## src/bbf_pkg.sv

```systemverilog
// Operation
// RQ1: Indexed flag branch: pc plus offset plus one
// RQ2: Equal/not-equal branches test the zero flag
// RQ3: Carry/lower and clear/same-or-higher test carry
// RQ4: Minus/plus branches test the negative flag
// RQ5: Signed greater-or-equal taken when N xor V clear
// RQ6: Half-carry branches test the half-carry flag
// RQ7: Transfer-flag branches test the transfer flag
// RQ8: Overflow branches test the overflow flag
// RQ9: Interrupt branches test global interrupt enable
// RQ10: I/O bit set/clear, flags untouched, two cycles
// RQ11: Logical left shift, zero in, updates ZCNV
// RQ12: Rotate left through carry, updates ZCNV
// RQ13: Rotate right through carry, updates ZCNV
// RQ14: Arithmetic right shift moves bits down
// RQ15: Dedicated and indexed flag set/clear, one cycle
// RQ16: Register bit copied into transfer flag
// RQ17: Transfer flag copied into register bit
// RQ18: Branch not taken one cycle, taken two
// RQ19: Signed less-than taken when N xor V set
// RQ20: Arithmetic right shift keeps sign, bit0 to carry
package bbf_pkg;

    // Byte geometry
    localparam int BYTE_MSB = 7;
    localparam int BYTE_LSB = 0;
    localparam int PC_W = 16;
    localparam int ADDR_W = 8;

    // Register byte addresses
    localparam logic [7:0] ADDR_INSTR = 8'h00;
    localparam logic [7:0] ADDR_PC = 8'h04;
    localparam logic [7:0] ADDR_FLAGS = 8'h08;
    localparam logic [7:0] ADDR_DATA = 8'h0C;
    localparam logic [7:0] ADDR_IO = 8'h10;
    localparam logic [7:0] ADDR_STATUS = 8'h14;

    // Instruction word fields
    localparam int OP_LSB = 0;
    localparam int OP_MSB = 5;
    localparam int IDX_LSB = 8;
    localparam int IDX_MSB = 10;
    localparam int K_LSB = 16;
    localparam int K_MSB = 23;

    // Status word bits
    localparam int ST_BUSY_BIT = 0;
    localparam int ST_TAKEN_BIT = 1;

    // Flag positions inside status_flags_reg
    localparam int F_C = 0;
    localparam int F_Z = 1;
    localparam int F_N = 2;
    localparam int F_V = 3;
    localparam int F_S = 4;
    localparam int F_H = 5;
    localparam int F_T = 6;
    localparam int F_I = 7;

    // Reset values and pc step
    localparam logic [7:0] FLAGS_RST = 8'h00;
    localparam logic [15:0] PC_RST = 16'h0000;
    localparam logic [7:0] BYTE_RST = 8'h00;
    localparam logic [31:0] WORD_ZERO = 32'h00000000;
    localparam logic [15:0] PC_STEP = 16'h0001;

    // Dedicated flag op groups: upper three opcode bits
    localparam logic [2:0] DED_ON_TAG = 3'h4;
    localparam logic [2:0] DED_OFF_TAG = 3'h5;

    // Opcodes
    typedef enum logic [5:0] {
        OP_NOP = 6'h00,
        OP_BR_IDX_SET = 6'h01,
        OP_BR_IDX_CLR = 6'h02,
        OP_BR_EQ = 6'h03,
        OP_BR_NE = 6'h04,
        OP_BR_CS = 6'h05,
        OP_BR_CC = 6'h06,
        OP_BR_SH = 6'h07,
        OP_BR_LO = 6'h08,
        OP_BR_MI = 6'h09,
        OP_BR_PL = 6'h0A,
        OP_BR_GE = 6'h0B,
        OP_BR_LT = 6'h0C,
        OP_BR_HS = 6'h0D,
        OP_BR_HC = 6'h0E,
        OP_BR_TS = 6'h0F,
        OP_BR_TC = 6'h10,
        OP_BR_VS = 6'h11,
        OP_BR_VC = 6'h12,
        OP_BR_IE = 6'h13,
        OP_BR_ID = 6'h14,
        OP_IO_SET = 6'h15,
        OP_IO_CLR = 6'h16,
        OP_SHL = 6'h17,
        OP_ROL_C = 6'h18,
        OP_ROR_C = 6'h19,
        OP_SHR_A = 6'h1A,
        OP_IDX_FLAG_ON = 6'h1B,
        OP_IDX_FLAG_OFF = 6'h1C,
        OP_BIT_TO_XFER = 6'h1D,
        OP_XFER_TO_BIT = 6'h1E,
        OP_CARRY_ON = 6'h20,
        OP_ZERO_ON = 6'h21,
        OP_NEG_ON = 6'h22,
        OP_OVF_ON = 6'h23,
        OP_SIGN_ON = 6'h24,
        OP_HALF_ON = 6'h25,
        OP_XFER_ON = 6'h26,
        OP_GLOBAL_IRQ_ON = 6'h27,
        OP_CARRY_OFF = 6'h28,
        OP_ZERO_OFF = 6'h29,
        OP_NEG_OFF = 6'h2A,
        OP_OVF_OFF = 6'h2B,
        OP_SIGN_OFF = 6'h2C,
        OP_HALF_OFF = 6'h2D,
        OP_XFER_OFF = 6'h2E,
        OP_GLOBAL_IRQ_OFF = 6'h2F
    } op_t;

    // Execution sequencer states
    typedef enum logic [1:0] {
        ST_IDLE = 2'b00,
        ST_EXEC = 2'b01,
        ST_HOLD = 2'b10
    } state_t;

endpackage

```

## src/branch_bit_flag_exec.sv

```systemverilog
`timescale 1ns/100ps
module branch_bit_flag_exec (
    input wire logic hclk,
    input wire logic hresetn,
    input wire logic hsel,
    input wire logic [31:0] haddr,
    input wire logic [1:0] htrans,
    input wire logic hwrite,
    input wire logic [2:0] hsize,
    input wire logic [31:0] hwdata,
    input wire logic hready,
    output logic hreadyout,
    output logic hresp,
    output logic [31:0] hrdata,
    output logic [7:0] io_out,
    output logic global_irq_en
);
    import bbf_pkg::*;

    ////////////////////////////////////////////////////////////////////////
    // Declarations

    // Architectural state
    logic [15:0] pc_r; // Program counter
    logic [7:0] status_flags_reg; // C Z N V S H T I
    logic [7:0] data_r; // Working register operand/result
    logic [7:0] io_r; // I/O register driven onto pins
    logic [31:0] instr_r; // Last instruction word written
    logic taken_r; // Last instruction was a taken branch
    state_t state_r; // Sequencer state
    state_t state_nxt;

    // Bus state
    logic wr_pend_r; // Write data phase in progress
    logic rd_pend_r; // Read data phase in progress
    logic rd_done_r; // Read data already latched
    logic [7:0] addr_r; // Latched byte address
    logic [31:0] hrdata_r; // Read data flop

    // Decoded instruction
    op_t ex_op;
    logic [2:0] ex_idx;
    logic [7:0] ex_k;
    logic [15:0] k_ext;
    logic [1:0] br_dec;
    logic is_branch;
    logic br_taken;
    logic is_shift;
    logic two_cycle;

    // Shift datapath
    logic [7:0] sh_res;
    logic sh_cout;

    // Control
    logic busy;
    logic addr_accept;
    logic wr_fire;
    logic exec_now;

    ////////////////////////////////////////////////////////////////////////
    // Functions

    // Branch decode: {is_branch, condition_true}
    function automatic logic [1:0] branch_eval(
        input op_t op,
        input logic [2:0] idx,
        input logic [7:0] f
    );
        logic [1:0] r;
        r = 2'b00;
        case (op)
            OP_BR_IDX_SET: r = {1'b1, f[idx]}; // RQ1
            OP_BR_IDX_CLR: r = {1'b1, ~f[idx]}; // RQ1
            OP_BR_EQ: r = {1'b1, f[F_Z]}; // RQ2
            OP_BR_NE: r = {1'b1, ~f[F_Z]}; // RQ2
            OP_BR_CS: r = {1'b1, f[F_C]}; // RQ3
            OP_BR_LO: r = {1'b1, f[F_C]}; // RQ3
            OP_BR_CC: r = {1'b1, ~f[F_C]}; // RQ3
            OP_BR_SH: r = {1'b1, ~f[F_C]}; // RQ3
            OP_BR_MI: r = {1'b1, f[F_N]}; // RQ4
            OP_BR_PL: r = {1'b1, ~f[F_N]}; // RQ4
            OP_BR_GE: r = {1'b1, ~(f[F_N] ^ f[F_V])}; // RQ5
            OP_BR_LT: r = {1'b1, f[F_N] ^ f[F_V]}; // RQ19
            OP_BR_HS: r = {1'b1, f[F_H]}; // RQ6
            OP_BR_HC: r = {1'b1, ~f[F_H]}; // RQ6
            OP_BR_TS: r = {1'b1, f[F_T]}; // RQ7
            OP_BR_TC: r = {1'b1, ~f[F_T]}; // RQ7
            OP_BR_VS: r = {1'b1, f[F_V]}; // RQ8
            OP_BR_VC: r = {1'b1, ~f[F_V]}; // RQ8
            OP_BR_IE: r = {1'b1, f[F_I]}; // RQ9
            OP_BR_ID: r = {1'b1, ~f[F_I]}; // RQ9
            default: r = 2'b00;
        endcase
        return r;
    endfunction

    // Register read mux; unmapped offsets read zero
    function automatic logic [31:0] reg_read(input logic [7:0] a);
        logic [31:0] v;
        v = WORD_ZERO;
        case (a)
            ADDR_INSTR: v = instr_r;
            ADDR_PC: v = {16'h0000, pc_r};
            ADDR_FLAGS: v = {24'h000000, status_flags_reg};
            ADDR_DATA: v = {24'h000000, data_r};
            ADDR_IO: v = {24'h000000, io_r};
            ADDR_STATUS: begin
                v[ST_BUSY_BIT] = busy;
                v[ST_TAKEN_BIT] = taken_r;
            end
            default: v = WORD_ZERO;
        endcase
        return v;
    endfunction

    ////////////////////////////////////////////////////////////////////////
    // Decode

    // Instruction fields and derived controls
    always_comb begin
        ex_op = op_t'(instr_r[OP_MSB:OP_LSB]);
        ex_idx = instr_r[IDX_MSB:IDX_LSB];
        ex_k = instr_r[K_MSB:K_LSB];
        // Offset is signed, so extend its sign into the pc width
        k_ext = {{8{ex_k[BYTE_MSB]}}, ex_k};
        br_dec = branch_eval(ex_op, ex_idx, status_flags_reg);
        is_branch = br_dec[1];
        br_taken = br_dec[1] & br_dec[0];
        is_shift = (ex_op == OP_SHL) || (ex_op == OP_ROL_C) ||
                   (ex_op == OP_ROR_C) || (ex_op == OP_SHR_A);
        two_cycle = br_taken || (ex_op == OP_IO_SET) ||
                    (ex_op == OP_IO_CLR); // RQ10 RQ18
    end

    // Shift and rotate datapath
    shift_unit shift_unit_i (
        .op(ex_op),
        .val(data_r),
        .cin(status_flags_reg[F_C]),
        .res(sh_res),
        .cout(sh_cout)
    );

    ////////////////////////////////////////////////////////////////////////
    // AHB-Lite slave

    assign busy = (state_r != ST_IDLE);
    assign addr_accept = hsel && htrans[1] && hready;
    // Writes wait out a running instruction rather than being dropped
    assign wr_fire = wr_pend_r && !busy;
    assign exec_now = (state_r == ST_EXEC);

    // One wait state on reads, stall on writes while busy
    assign hreadyout = !(rd_pend_r && !rd_done_r) && !(wr_pend_r && busy);
    assign hresp = 1'b0;
    assign hrdata = hrdata_r;

    // Address phase capture
    always_ff @(posedge hclk or negedge hresetn) begin
        if (!hresetn) begin
            wr_pend_r <= 1'b0;
            rd_pend_r <= 1'b0;
            addr_r <= BYTE_RST;
        end else if (hready) begin
            wr_pend_r <= addr_accept && hwrite;
            rd_pend_r <= addr_accept && !hwrite;
            // Only the low byte decodes; higher bits alias
            addr_r <= haddr[ADDR_W-1:0];
        end
    end

    // Read data latched in the wait cycle, after any prior write landed
    always_ff @(posedge hclk or negedge hresetn) begin
        if (!hresetn) begin
            rd_done_r <= 1'b0;
            hrdata_r <= WORD_ZERO;
        end else begin
            rd_done_r <= rd_pend_r && !rd_done_r;
            if (rd_pend_r && !rd_done_r) begin
                hrdata_r <= reg_read(addr_r);
            end
        end
    end

    ////////////////////////////////////////////////////////////////////////
    // Sequencer

    // Next state: exec one cycle, hold one more for two-cycle ops
    always_comb begin
        state_nxt = state_r;
        case (state_r)
            ST_IDLE: begin
                if (wr_fire && addr_r == ADDR_INSTR) begin
                    state_nxt = ST_EXEC;
                end
            end
            ST_EXEC: begin
                state_nxt = two_cycle ? ST_HOLD : ST_IDLE; // RQ18
            end
            ST_HOLD: state_nxt = ST_IDLE;
            default: state_nxt = ST_IDLE;
        endcase
    end

    // State register
    always_ff @(posedge hclk or negedge hresetn) begin
        if (!hresetn) begin
            state_r <= ST_IDLE;
        end else begin
            state_r <= state_nxt;
        end
    end

    // Instruction word and taken indicator
    always_ff @(posedge hclk or negedge hresetn) begin
        if (!hresetn) begin
            instr_r <= WORD_ZERO;
            taken_r <= 1'b0;
        end else if (wr_fire && addr_r == ADDR_INSTR) begin
            instr_r <= hwdata;
            taken_r <= 1'b0;
        end else if (exec_now) begin
            taken_r <= br_taken;
        end
    end

    ////////////////////////////////////////////////////////////////////////
    // Architectural updates

    // Program counter: relative target when taken, else next word
    always_ff @(posedge hclk or negedge hresetn) begin
        if (!hresetn) begin
            pc_r <= PC_RST;
        end else if (exec_now) begin
            if (br_taken) begin
                pc_r <= pc_r + k_ext + PC_STEP; // RQ1
            end else begin
                pc_r <= pc_r + PC_STEP; // RQ18
            end
        end else if (wr_fire && addr_r == ADDR_PC) begin
            pc_r <= hwdata[PC_W-1:0];
        end
    end

    // Status flags
    always_ff @(posedge hclk or negedge hresetn) begin
        if (!hresetn) begin
            status_flags_reg <= FLAGS_RST;
        end else if (exec_now) begin
            if (is_shift) begin
                // S and H left alone; only Z C N V move
                status_flags_reg[F_Z] <= (sh_res == BYTE_RST); // RQ11
                status_flags_reg[F_C] <= sh_cout; // RQ11
                status_flags_reg[F_N] <= sh_res[BYTE_MSB]; // RQ11
                status_flags_reg[F_V] <= sh_res[BYTE_MSB] ^ sh_cout; // RQ11
            end else if (ex_op == OP_IDX_FLAG_ON) begin
                status_flags_reg[ex_idx] <= 1'b1; // RQ15
            end else if (ex_op == OP_IDX_FLAG_OFF) begin
                status_flags_reg[ex_idx] <= 1'b0; // RQ15
            end else if (ex_op[OP_MSB:OP_MSB-2] == DED_ON_TAG) begin
                status_flags_reg[ex_op[2:0]] <= 1'b1; // RQ15
            end else if (ex_op[OP_MSB:OP_MSB-2] == DED_OFF_TAG) begin
                status_flags_reg[ex_op[2:0]] <= 1'b0; // RQ15
            end else if (ex_op == OP_BIT_TO_XFER) begin
                status_flags_reg[F_T] <= data_r[ex_idx]; // RQ16
            end
        end else if (wr_fire && addr_r == ADDR_FLAGS) begin
            status_flags_reg <= hwdata[BYTE_MSB:BYTE_LSB];
        end
    end

    // Working register: shift results and transfer-flag bit load
    always_ff @(posedge hclk or negedge hresetn) begin
        if (!hresetn) begin
            data_r <= BYTE_RST;
        end else if (exec_now) begin
            if (is_shift) begin
                data_r <= sh_res; // RQ12 RQ13 RQ14
            end else if (ex_op == OP_XFER_TO_BIT) begin
                data_r[ex_idx] <= status_flags_reg[F_T]; // RQ17
            end
        end else if (wr_fire && addr_r == ADDR_DATA) begin
            data_r <= hwdata[BYTE_MSB:BYTE_LSB];
        end
    end

    // I/O register: single-bit set and clear, flags untouched
    always_ff @(posedge hclk or negedge hresetn) begin
        if (!hresetn) begin
            io_r <= BYTE_RST;
        end else if (exec_now) begin
            if (ex_op == OP_IO_SET) begin
                io_r[ex_idx] <= 1'b1; // RQ10
            end else if (ex_op == OP_IO_CLR) begin
                io_r[ex_idx] <= 1'b0; // RQ10
            end
        end else if (wr_fire && addr_r == ADDR_IO) begin
            io_r <= hwdata[BYTE_MSB:BYTE_LSB];
        end
    end

    ////////////////////////////////////////////////////////////////////////
    // Pin outputs

    // Straight from flops, no glitches at the pins
    assign io_out = io_r;
    assign global_irq_en = status_flags_reg[F_I];

endmodule

```

## src/shift_unit.sv

```systemverilog
`timescale 1ns/100ps
module shift_unit (
    input wire bbf_pkg::op_t op,
    input wire logic [7:0] val,
    input wire logic cin,
    output logic [7:0] res,
    output logic cout
);
    import bbf_pkg::*;

    // Shift and rotate datapath, pure combinational
    always_comb begin
        res = val;
        cout = cin;
        case (op)
            OP_SHL: begin
                res = {val[BYTE_MSB-1:BYTE_LSB], 1'b0}; // RQ11
                cout = val[BYTE_MSB]; // RQ11
            end
            OP_ROL_C: begin
                res = {val[BYTE_MSB-1:BYTE_LSB], cin}; // RQ12
                cout = val[BYTE_MSB]; // RQ12
            end
            OP_ROR_C: begin
                res = {cin, val[BYTE_MSB:BYTE_LSB+1]}; // RQ13
                cout = val[BYTE_LSB]; // RQ13
            end
            OP_SHR_A: begin
                // Sign bit replicated so negative values stay negative
                res = {val[BYTE_MSB], val[BYTE_MSB:BYTE_LSB+1]}; // RQ14 RQ20
                cout = val[BYTE_LSB]; // RQ20
            end
            default: begin
                res = val;
                cout = cin;
            end
        endcase
    end
endmodule

```

## config.mk

```make
export PLATFORM = sky130hd
export DESIGN_NAME = branch_bit_flag_exec
export DESIGN_NICKNAME = d
export VERILOG_FILES = /design/src/bbf_pkg.sv /design/src/branch_bit_flag_exec.sv /design/src/shift_unit.sv
export SDC_FILE = /design/constraint.sdc
export NUM_CORES = 1
export LEC_CHECK = 0
export ABC_AREA = 1
export BUFFER_PORTS_ARGS = -buffer_cell sky130_fd_sc_hd__buf_2
export CORE_UTILIZATION = 25
export DETAILED_ROUTE_END_ITERATION = 10
export PLACE_DENSITY = 0.4
export RECOVER_POWER = 50
export SYNTH_ARGS = -nofsm -noshare
export SYNTH_HDL_FRONTEND = slang
export SYNTH_SLANG_ARGS = --single-unit
```

## constraint.sdc

```tcl
create_clock -name hclk -period 2.8 [get_ports hclk]
set_clock_uncertainty 0.2 [all_clocks]
set_input_delay 0.84 -clock hclk [delete_from_list [all_inputs] [get_ports hclk]]
set_output_delay 0.84 -clock hclk [all_outputs]
set_load 0.02 [all_outputs]
```

==> impl_results.md, run 1 <==
* Reg power frac at 34.5%
* RR Startpoint: instr_r[3]$_DFFE_PN0P_
* Post-synth top area share at 38.0%
* Io pins at 117
* Crit-path max FO at 7
* # diodes at 0
* Post-synth EDFFs at 0
* Reg2Reg Depth at 10
* Die width at 178 um
* DP Area at 8820 um^2
* Overall Power at 6.20 mW
* Rel. slew slack at -24.0%
* Dpl hpwl at 22,900 um
* Core Rows at 64
* WL/cell at approximately 18 um
* # resized after CTS at 0
* Drt via density at 4.78
* Core area at 30,600 um^2
* Clock-pin slew on the worst setup and hold paths at ~0.07 ns
* Seq/Total Area, Yosys at a little under two fifths
* Area taken by multi-input logic gates at 4150 um^2
* Yosys reg bits at 118
* Via Count at 7,931
* Overall Global Routing Usage at roughly a fifth
* Main synth FF type: dfrtp_1
* Fin. Hold Viols at 0
* Startpoint types: flip-flop
* ANT nets after route at 0
* Starting density of the core at 25.4%
* CTS Buffer Depth at 2
* Critical Path RT at around 2.9 ns
* Final Setup Violations at 0
* Int Pwr at ~4.0 mW
* Number of buffers created by CTS at 17
* Count leader, synth: nand2_1
* Clock latency on the worst-skew pair at about 0.43 ns
* Setup Fix Bufs, Post-CTS at 0
* Initial antenna violation count at 0
* Leak at between 4 and 5 nW
* Cell accounting for the most synthesized area: dfrtp_1
* Cell area after synthesis at 7770 um^2
* Tcrit/Tclk final at 91.3%
* Largest net degree at the start of global routing at 69
* Reg-to-reg setup timing slack at 0.24 ns
* Global-route wire length before repair at between 40,000 and 50,000 um
* Placed cells at 1,629
* Grt total ovfl at 0
* Count of cell types in the netlist at 50
* Cell chain of the critical path: inv_2 > nand2_1 > nor2_1 > nand2_1 > inv_1 > nor2_1 > inv_1 > a21oi_1 > a211oi_1 > a21oi_1
* Die height at around 180 um
* CTS Sinks at 118
* Iter 0 DRT Violations at 593
* CTS Root Cell: clkbuf_16
* WP data arrival at 2.66 ns
* Hold Crit Class: flip-flop to flip-flop
* 1st-pass router iterations at 5
* Yosys Warn Count at 0
* Max Clk Rate at 0.391 GHz
* Crit. End Element: flip-flop
* Worst Setup SP: instr_r[3]$_DFFE_PN0P_
* Failing checks: capacitance limit, slew limit
* Fraction of registers with async set/reset at 100%
* Non-Filler Cell Area, Final at 9420 um^2
* Final cell count without fillers at 1,660
* Drt drc at 0
* Routed Wire Length at 30,300 um
* Largest stage delay, worst path at 0.52 ns
* RSZ-0062 raised after global routing: false
* Fin. max-slew vios at 69
* Max VDD drop at ~0.48 mV
* Mapped Cells at 1,149
* Crit-path slowest cell: dfrtp_1
* Gpl congestion at 0.899
* Sw frac at 35.8%
* Setup TNS at 0 ns
* CTS tree: built
* Average size of a mapped cell at 6.77 um^2
* Max H-tree Level at 4
* # Max-Cap Violations at 1
* Crit path kind: flip-flop to flip-flop
* Measured slew at the worst slew-check pin at 1.86 ns
* Final Critical Period at 2.56 ns
* Clock share of power at 39.9%
* Area contributors post-synth: dfrtp_1 (38%), nand2_1 (16%), o21ai_0 (6.9%)
* Pwr Density at 658 nW/um^2
* Share of layout cells above drive strength 1 at 13.9%
* Commonest cells in the netlist: nand2_1 (341), inv_1 (132), dfrtp_1 (118)
* Fin util at 30.8%
* Area growth from synthesis to layout at 21.2%
* Number of global-route vias before repair at 7,815
* Port bufs at 87
* Reg area at 2950 um^2
* Mapped Nets at ~1,200
* Die Area at about 32,000 um^2
* Switching power at 2.22 mW
* Logic pwr share at 25.6%
* Post-layout nets at between 1,000 and 1,500
* Outcome: finished, violations left
* Hold Buf Count CTS at 0
* Fillers at 3,473
==> power by group through the flow <==
stage                     logic [mW]  clock network [mW]  registers [mW]
after floorplan                 1.05                   0            2.13
after global placement          1.60                   0            2.17
after detailed placement        1.60                   0            2.17
after CTS                       1.61                2.52            2.14
after global routing            1.81                2.59            2.17
final                           1.58                2.47            2.14
==> per-layer routing <==
metal	vias to the layer above	wire length, um	GRT usage, %
li1	3944	-	-
met1	3770	13800	25.9
met2	180	14600	33.5
met3	37	1150	2.79
met4	0	708	6.04
met5	-	0	0
==> final cells by class <==
type                       instances  area share (%)
multi-input combinational        855            44.1
sequential                       118            31.3
timing repair buffer             117            6.93
inverter                         143            5.70
tap                              396            5.26
clock buffer                      18            4.66
clock inverter                    13            2.05
==> cell usage in the layout (no fill, tap or decap), drive strengths merged, types with 2 or more instances in the layout <==
cell type / synthesis / final
o21a: 4 / 4
bufinv: 0 / 4
dfrtp: 118 / 118
buf: 11 / 113
o211ai: 3 / 3
o21ai: 115 / 115
o31ai: 4 / 4
nand4: 8 / 8
clkbuf: 22 / 22
clkinvlp: 0 / 2
nand3: 78 / 78
a21boi: 2 / 2
ha: 16 / 16
nor2: 121 / 121
xor2: 19 / 19
inv: 140 / 145
a21oi: 78 / 78
a211oi: 4 / 4
clkinv: 3 / 5
a221oi: 3 / 3
xnor2: 5 / 5
nor3: 17 / 17
o22ai: 20 / 20
nand2: 344 / 344
==> kinds of logic (layout without fill, tap and decap cells) <==
group	Yosys count	in the layout	share of synthesized area (%)
compound gates	240	240	17.0
xor+xnor	24	24	2.70
fa+ha+maj	17	17	2.83
buf+inv	176	291	8.83
flops	118	118	38.0
mux	2	2	0.274
other cells	1	1	0.0482
simple gates	571	571	30.3
==> worst max-delay path: cells and delay by family (launching register included) <==
kind                   cells  cell delay, ns
flip-flops                 1            0.52
AND/OR/NAND/NOR            4            0.71
buffers and inverters      3            0.62
AO/OA/AOI/OAI              3            0.37
==> how the worst min path moves through the flow <==
stage                                        from                      end  slack, ns  depth (start not counted)
final                     instr_r[24]$_DFFE_PN0P_  instr_r[24]$_DFFE_PN0P_       0.27                          2
after global placement    instr_r[24]$_DFFE_PN0P_  instr_r[24]$_DFFE_PN0P_       0.26                          2
after global routing      instr_r[28]$_DFFE_PN0P_  instr_r[28]$_DFFE_PN0P_       0.29                          2
after detailed placement  instr_r[29]$_DFFE_PN0P_  instr_r[29]$_DFFE_PN0P_       0.26                          2
after floorplan           instr_r[12]$_DFFE_PN0P_  instr_r[12]$_DFFE_PN0P_       0.24                          2
after CTS                                 hresetn   instr_r[0]$_DFFE_PN0P_       0.24                          2
==> per-stage QoR <==
step                hold WS [ns]  setup WS (ns)
global placement           0.255          0.261
CTS                        0.235          0.235
detailed placement         0.260          0.255
floorplan                  0.242          0.615
finish                     0.272          0.243
global route               0.291         0.0135
(Power assumes the default switching activity.)
==> inputs of run 2 (changes only) <==
- MAX_ROUTING_LAYER: unset -> met4
==> impl_results.md, run 2 (synthesis gave the netlist of run 1 again) <==
* Final setup margin at 0.288 ns (was 0.243 ns)
* Placed cells at 1,632 (was 1,629)
* Non-Filler Cell Area, Final at 9480 um^2 (was 9420 um^2)
* Tcrit/Tclk final at 89.7% (was 91.3%)
* Pre-CTS WS at 0.221 ns (was 0.255 ns)
* WP data arrival at 1.47 ns (was 2.66 ns)
* Grt total ovfl at 0 (unchanged)
* Clock-pin slew on the worst setup and hold paths at 0.06 ns (was 0.07 ns)
* Die width at 178 um (unchanged)
* Core Rows at 64 (unchanged)
* Rel. slew slack at 35.1% (was -24.0%)
* Most frequent cells in the layout: nand2_1 (340), inv_1 (132), dfrtp_1 (117), nor2_1 (113), o21ai_0 (107) (was nand2_1 (340), inv_1 (132), dfrtp_1 (118), nor2_1 (113), o21ai_0 (107))
* CTS tree: built (unchanged)
* Crit-path max FO at 3 (was 7)
* Routed Wire Length at 30,400 um (was 30,300 um)
* # Max-Cap Violations at 0 (was 1)
* Final Critical Period at 2.51 ns (was 2.56 ns)
* Worst Hold Depth at 2 (unchanged)
* Die Area at 31,800 um^2 (unchanged)
* Outcome: finished clean (was finished, violations left)
* Global-route wire length before repair at 47,100 um (was 46,700 um)
* Startpoint types: flip-flop (unchanged)
* Crit path kind: flip-flop to output port (was flip-flop to flip-flop)
* Share of layout cells above drive strength 1 at 13.7% (was 13.9%)
* 1st-pass router iterations at 7 (was 5)
* Reg2Reg Depth at 15 (was 10)
* Cell chain of the critical path: nor2_1 > inv_1 > a21oi_1 > buf_2 (was inv_2 > nand2_1 > nor2_1 > nand2_1 > inv_1 > nor2_1 > inv_1 > a21oi_1 > a211oi_1 > a21oi_1)
* Final cell count without fillers at 1,664 (was 1,660)
* Initial antenna violation count at 0 (unchanged)
* RSZ-0062 raised after global routing: false (unchanged)
* Crit path max-delay family: flip-flops (was simple AND/OR/NAND/NOR gates)
* ANT nets after route at 0 (unchanged)
* Hold Crit Class: flip-flop to flip-flop (unchanged)
* Largest net degree at the start of global routing at 38 (was 69)
* Area growth from synthesis to layout at 21.9% (was 21.2%)
* Io pins at 117 (unchanged)
* Post-layout nets at 1,346 (was 1,343)
* # diodes at 0 (unchanged)
* Overall Global Routing Usage at 20.5% (was 19.8%)
* Hold Path Origin: instr_r[27]$_DFFE_PN0P_ (was instr_r[24]$_DFFE_PN0P_)
* Final Setup Violations at 0 (unchanged)
* CTS Sinks at 118 (unchanged)
* RR Endpoint: pc_r[10]$_DFFE_PN0P_
* Drt drc at 0 (unchanged)
* Core area at 30,600 um^2 (unchanged)
* CTS Buffer Depth at 2 (unchanged)
* Crit-path slowest cell: dfrtp_1 (unchanged)
* Max H-tree Level at 4 (unchanged)
* Starting density of the core at 25.4% (unchanged)
* Measured slew at the worst slew-check pin at 0.973 ns (was 1.86 ns)
* Gpl congestion at 0.928 (was 0.899)
* Buf+Inv Stages, Crit Path at 2 (was 3)
* Dpl hpwl at 23,100 um (was 22,900 um)
* Largest stage delay, worst path at 0.39 ns (was 0.52 ns)
* Drt via density at 4.82 (was 4.78)
* Critical Path RT at 1.76 ns (was 2.90 ns)
* WL/cell at 18.3 um (about the same)
* Overall Power at 6.29 mW (was 6.20 mW)
* Max VDD drop at 0.431 mV (was 0.480 mV)
* Hold Buf Count CTS at 0 (unchanged)
* Via Count at 8,015 (was 7,931)
* Reg-to-reg setup timing slack at 0.31 ns (was 0.24 ns)
* CTS Root Cell: clkbuf_16 (unchanged)
* Pwr Density at 664 nW/um^2 (was 658 nW/um^2)
* Most common cell after layout, fill and taps aside: nand2_1 (unchanged)
* Leak at 4.67 nW (was 4.66 nW)
* Max Clk Rate at 0.398 GHz (was 0.391 GHz)
* Hold Slack at 0.272 ns (about the same)
* RR Startpoint: pc_r[0]$_DFFE_PN0P_ (was instr_r[3]$_DFFE_PN0P_)
* Number of buffers created by CTS at 17 (unchanged)
* Port bufs at 87 (unchanged)
* DP Area at 8860 um^2 (was 8820 um^2)
* Reg area at 2950 um^2 (about the same)
* Clock latency on the worst-skew pair at 0.44 ns (was 0.43 ns)
* Fillers at 3,449 (was 3,473)
* Area taken by multi-input logic gates at 4150 um^2 (unchanged)
* Worst hold endpoint: instr_r[27]$_DFFE_PN0P_ (was instr_r[24]$_DFFE_PN0P_)
* Fin. Hold Viols at 0 (unchanged)
* Setup TNS at 0 ns (unchanged)
* Fin. max-slew vios at 0 (was 69)
* Iter 0 DRT Violations at 536 (was 593)
* Number of global-route vias before repair at 7,898 (was 7,815)
* Fin util at 31.0% (was 30.8%)
* Crit. End Element: output port (was flip-flop)
* Die height at 178 um (unchanged)
## run 2: layer usage
layer | vias up | track usage (%) | wire, um | share of wire [%]
met5 | - | - | 0 | 0
li1 | 3952 | - | - | -
met2 | 210 | 34.1 | 15000 | 49
met4 | 0 | 5.26 | 421 | 1.4
met1 | 3823 | 26.2 | 13700 | 45
met3 | 30 | 2.54 | 1310 | 4.3
## run 2: where the power goes
part,switching [mW],leakage (nW),internal (mW),total (mW)
Combinational,1.03,3.04,0.553,1.59
Clock,0.924,0.321,1.64,2.56
Sequential,0.239,1.30,1.90,2.14
## run 2: what timing repair did
action | CTS | global route
buffers inserted | 0 | 0
endpoints found under the setup margin | 0 | 2
resized for setup | 0 | 2
## run 2: worst reg2reg max path: stages, from the launching register on
cell and delay (ns):
dfrtp_2 0.41, inv_1 0.07, ha_1 0.23, fa_1 0.42
nand3b_1 0.19, nand2_2 0.13, nand2_1 0.06, nand2_1 0.13
nand2_1 0.09, nand2_1 0.06, nand2_1 0.04, nand2_1 0.06
inv_1 0.06, nand2_1 0.07, nand3_1 0.07, a21oi_1 0.13
## run 2: worst max-delay path by stage
stage                      startpoint                    to  slack, ns  depth (start not counted)
2_1_floorplan     pc_r[0]$_DFFE_PN0P_  pc_r[14]$_DFFE_PN0P_       0.61                         14
3_3_place_gp      pc_r[0]$_DFFE_PN0P_  pc_r[14]$_DFFE_PN0P_       0.25                         14
3_5_place_dp      pc_r[0]$_DFFE_PN0P_  pc_r[10]$_DFFE_PN0P_       0.22                         15
4_1_cts           pc_r[0]$_DFFE_PN0P_  pc_r[10]$_DFFE_PN0P_       0.22                         15
5_1_grt           pc_r[0]$_DFFE_PN0P_  pc_r[10]$_DFFE_PN0P_       0.04                         15
6_report       state_r[1]$_DFFE_PN0P_             hreadyout       0.29                          4
## run 2: cell type report
type                       instances  share of cell area [%]
multi-input combinational        855                    43.8
sequential                       118                    31.2
timing repair buffer             120                    7.09
inverter                         143                    5.66
tap                              396                    5.23
clock buffer                      19                    4.78
clock inverter                    13                    2.30
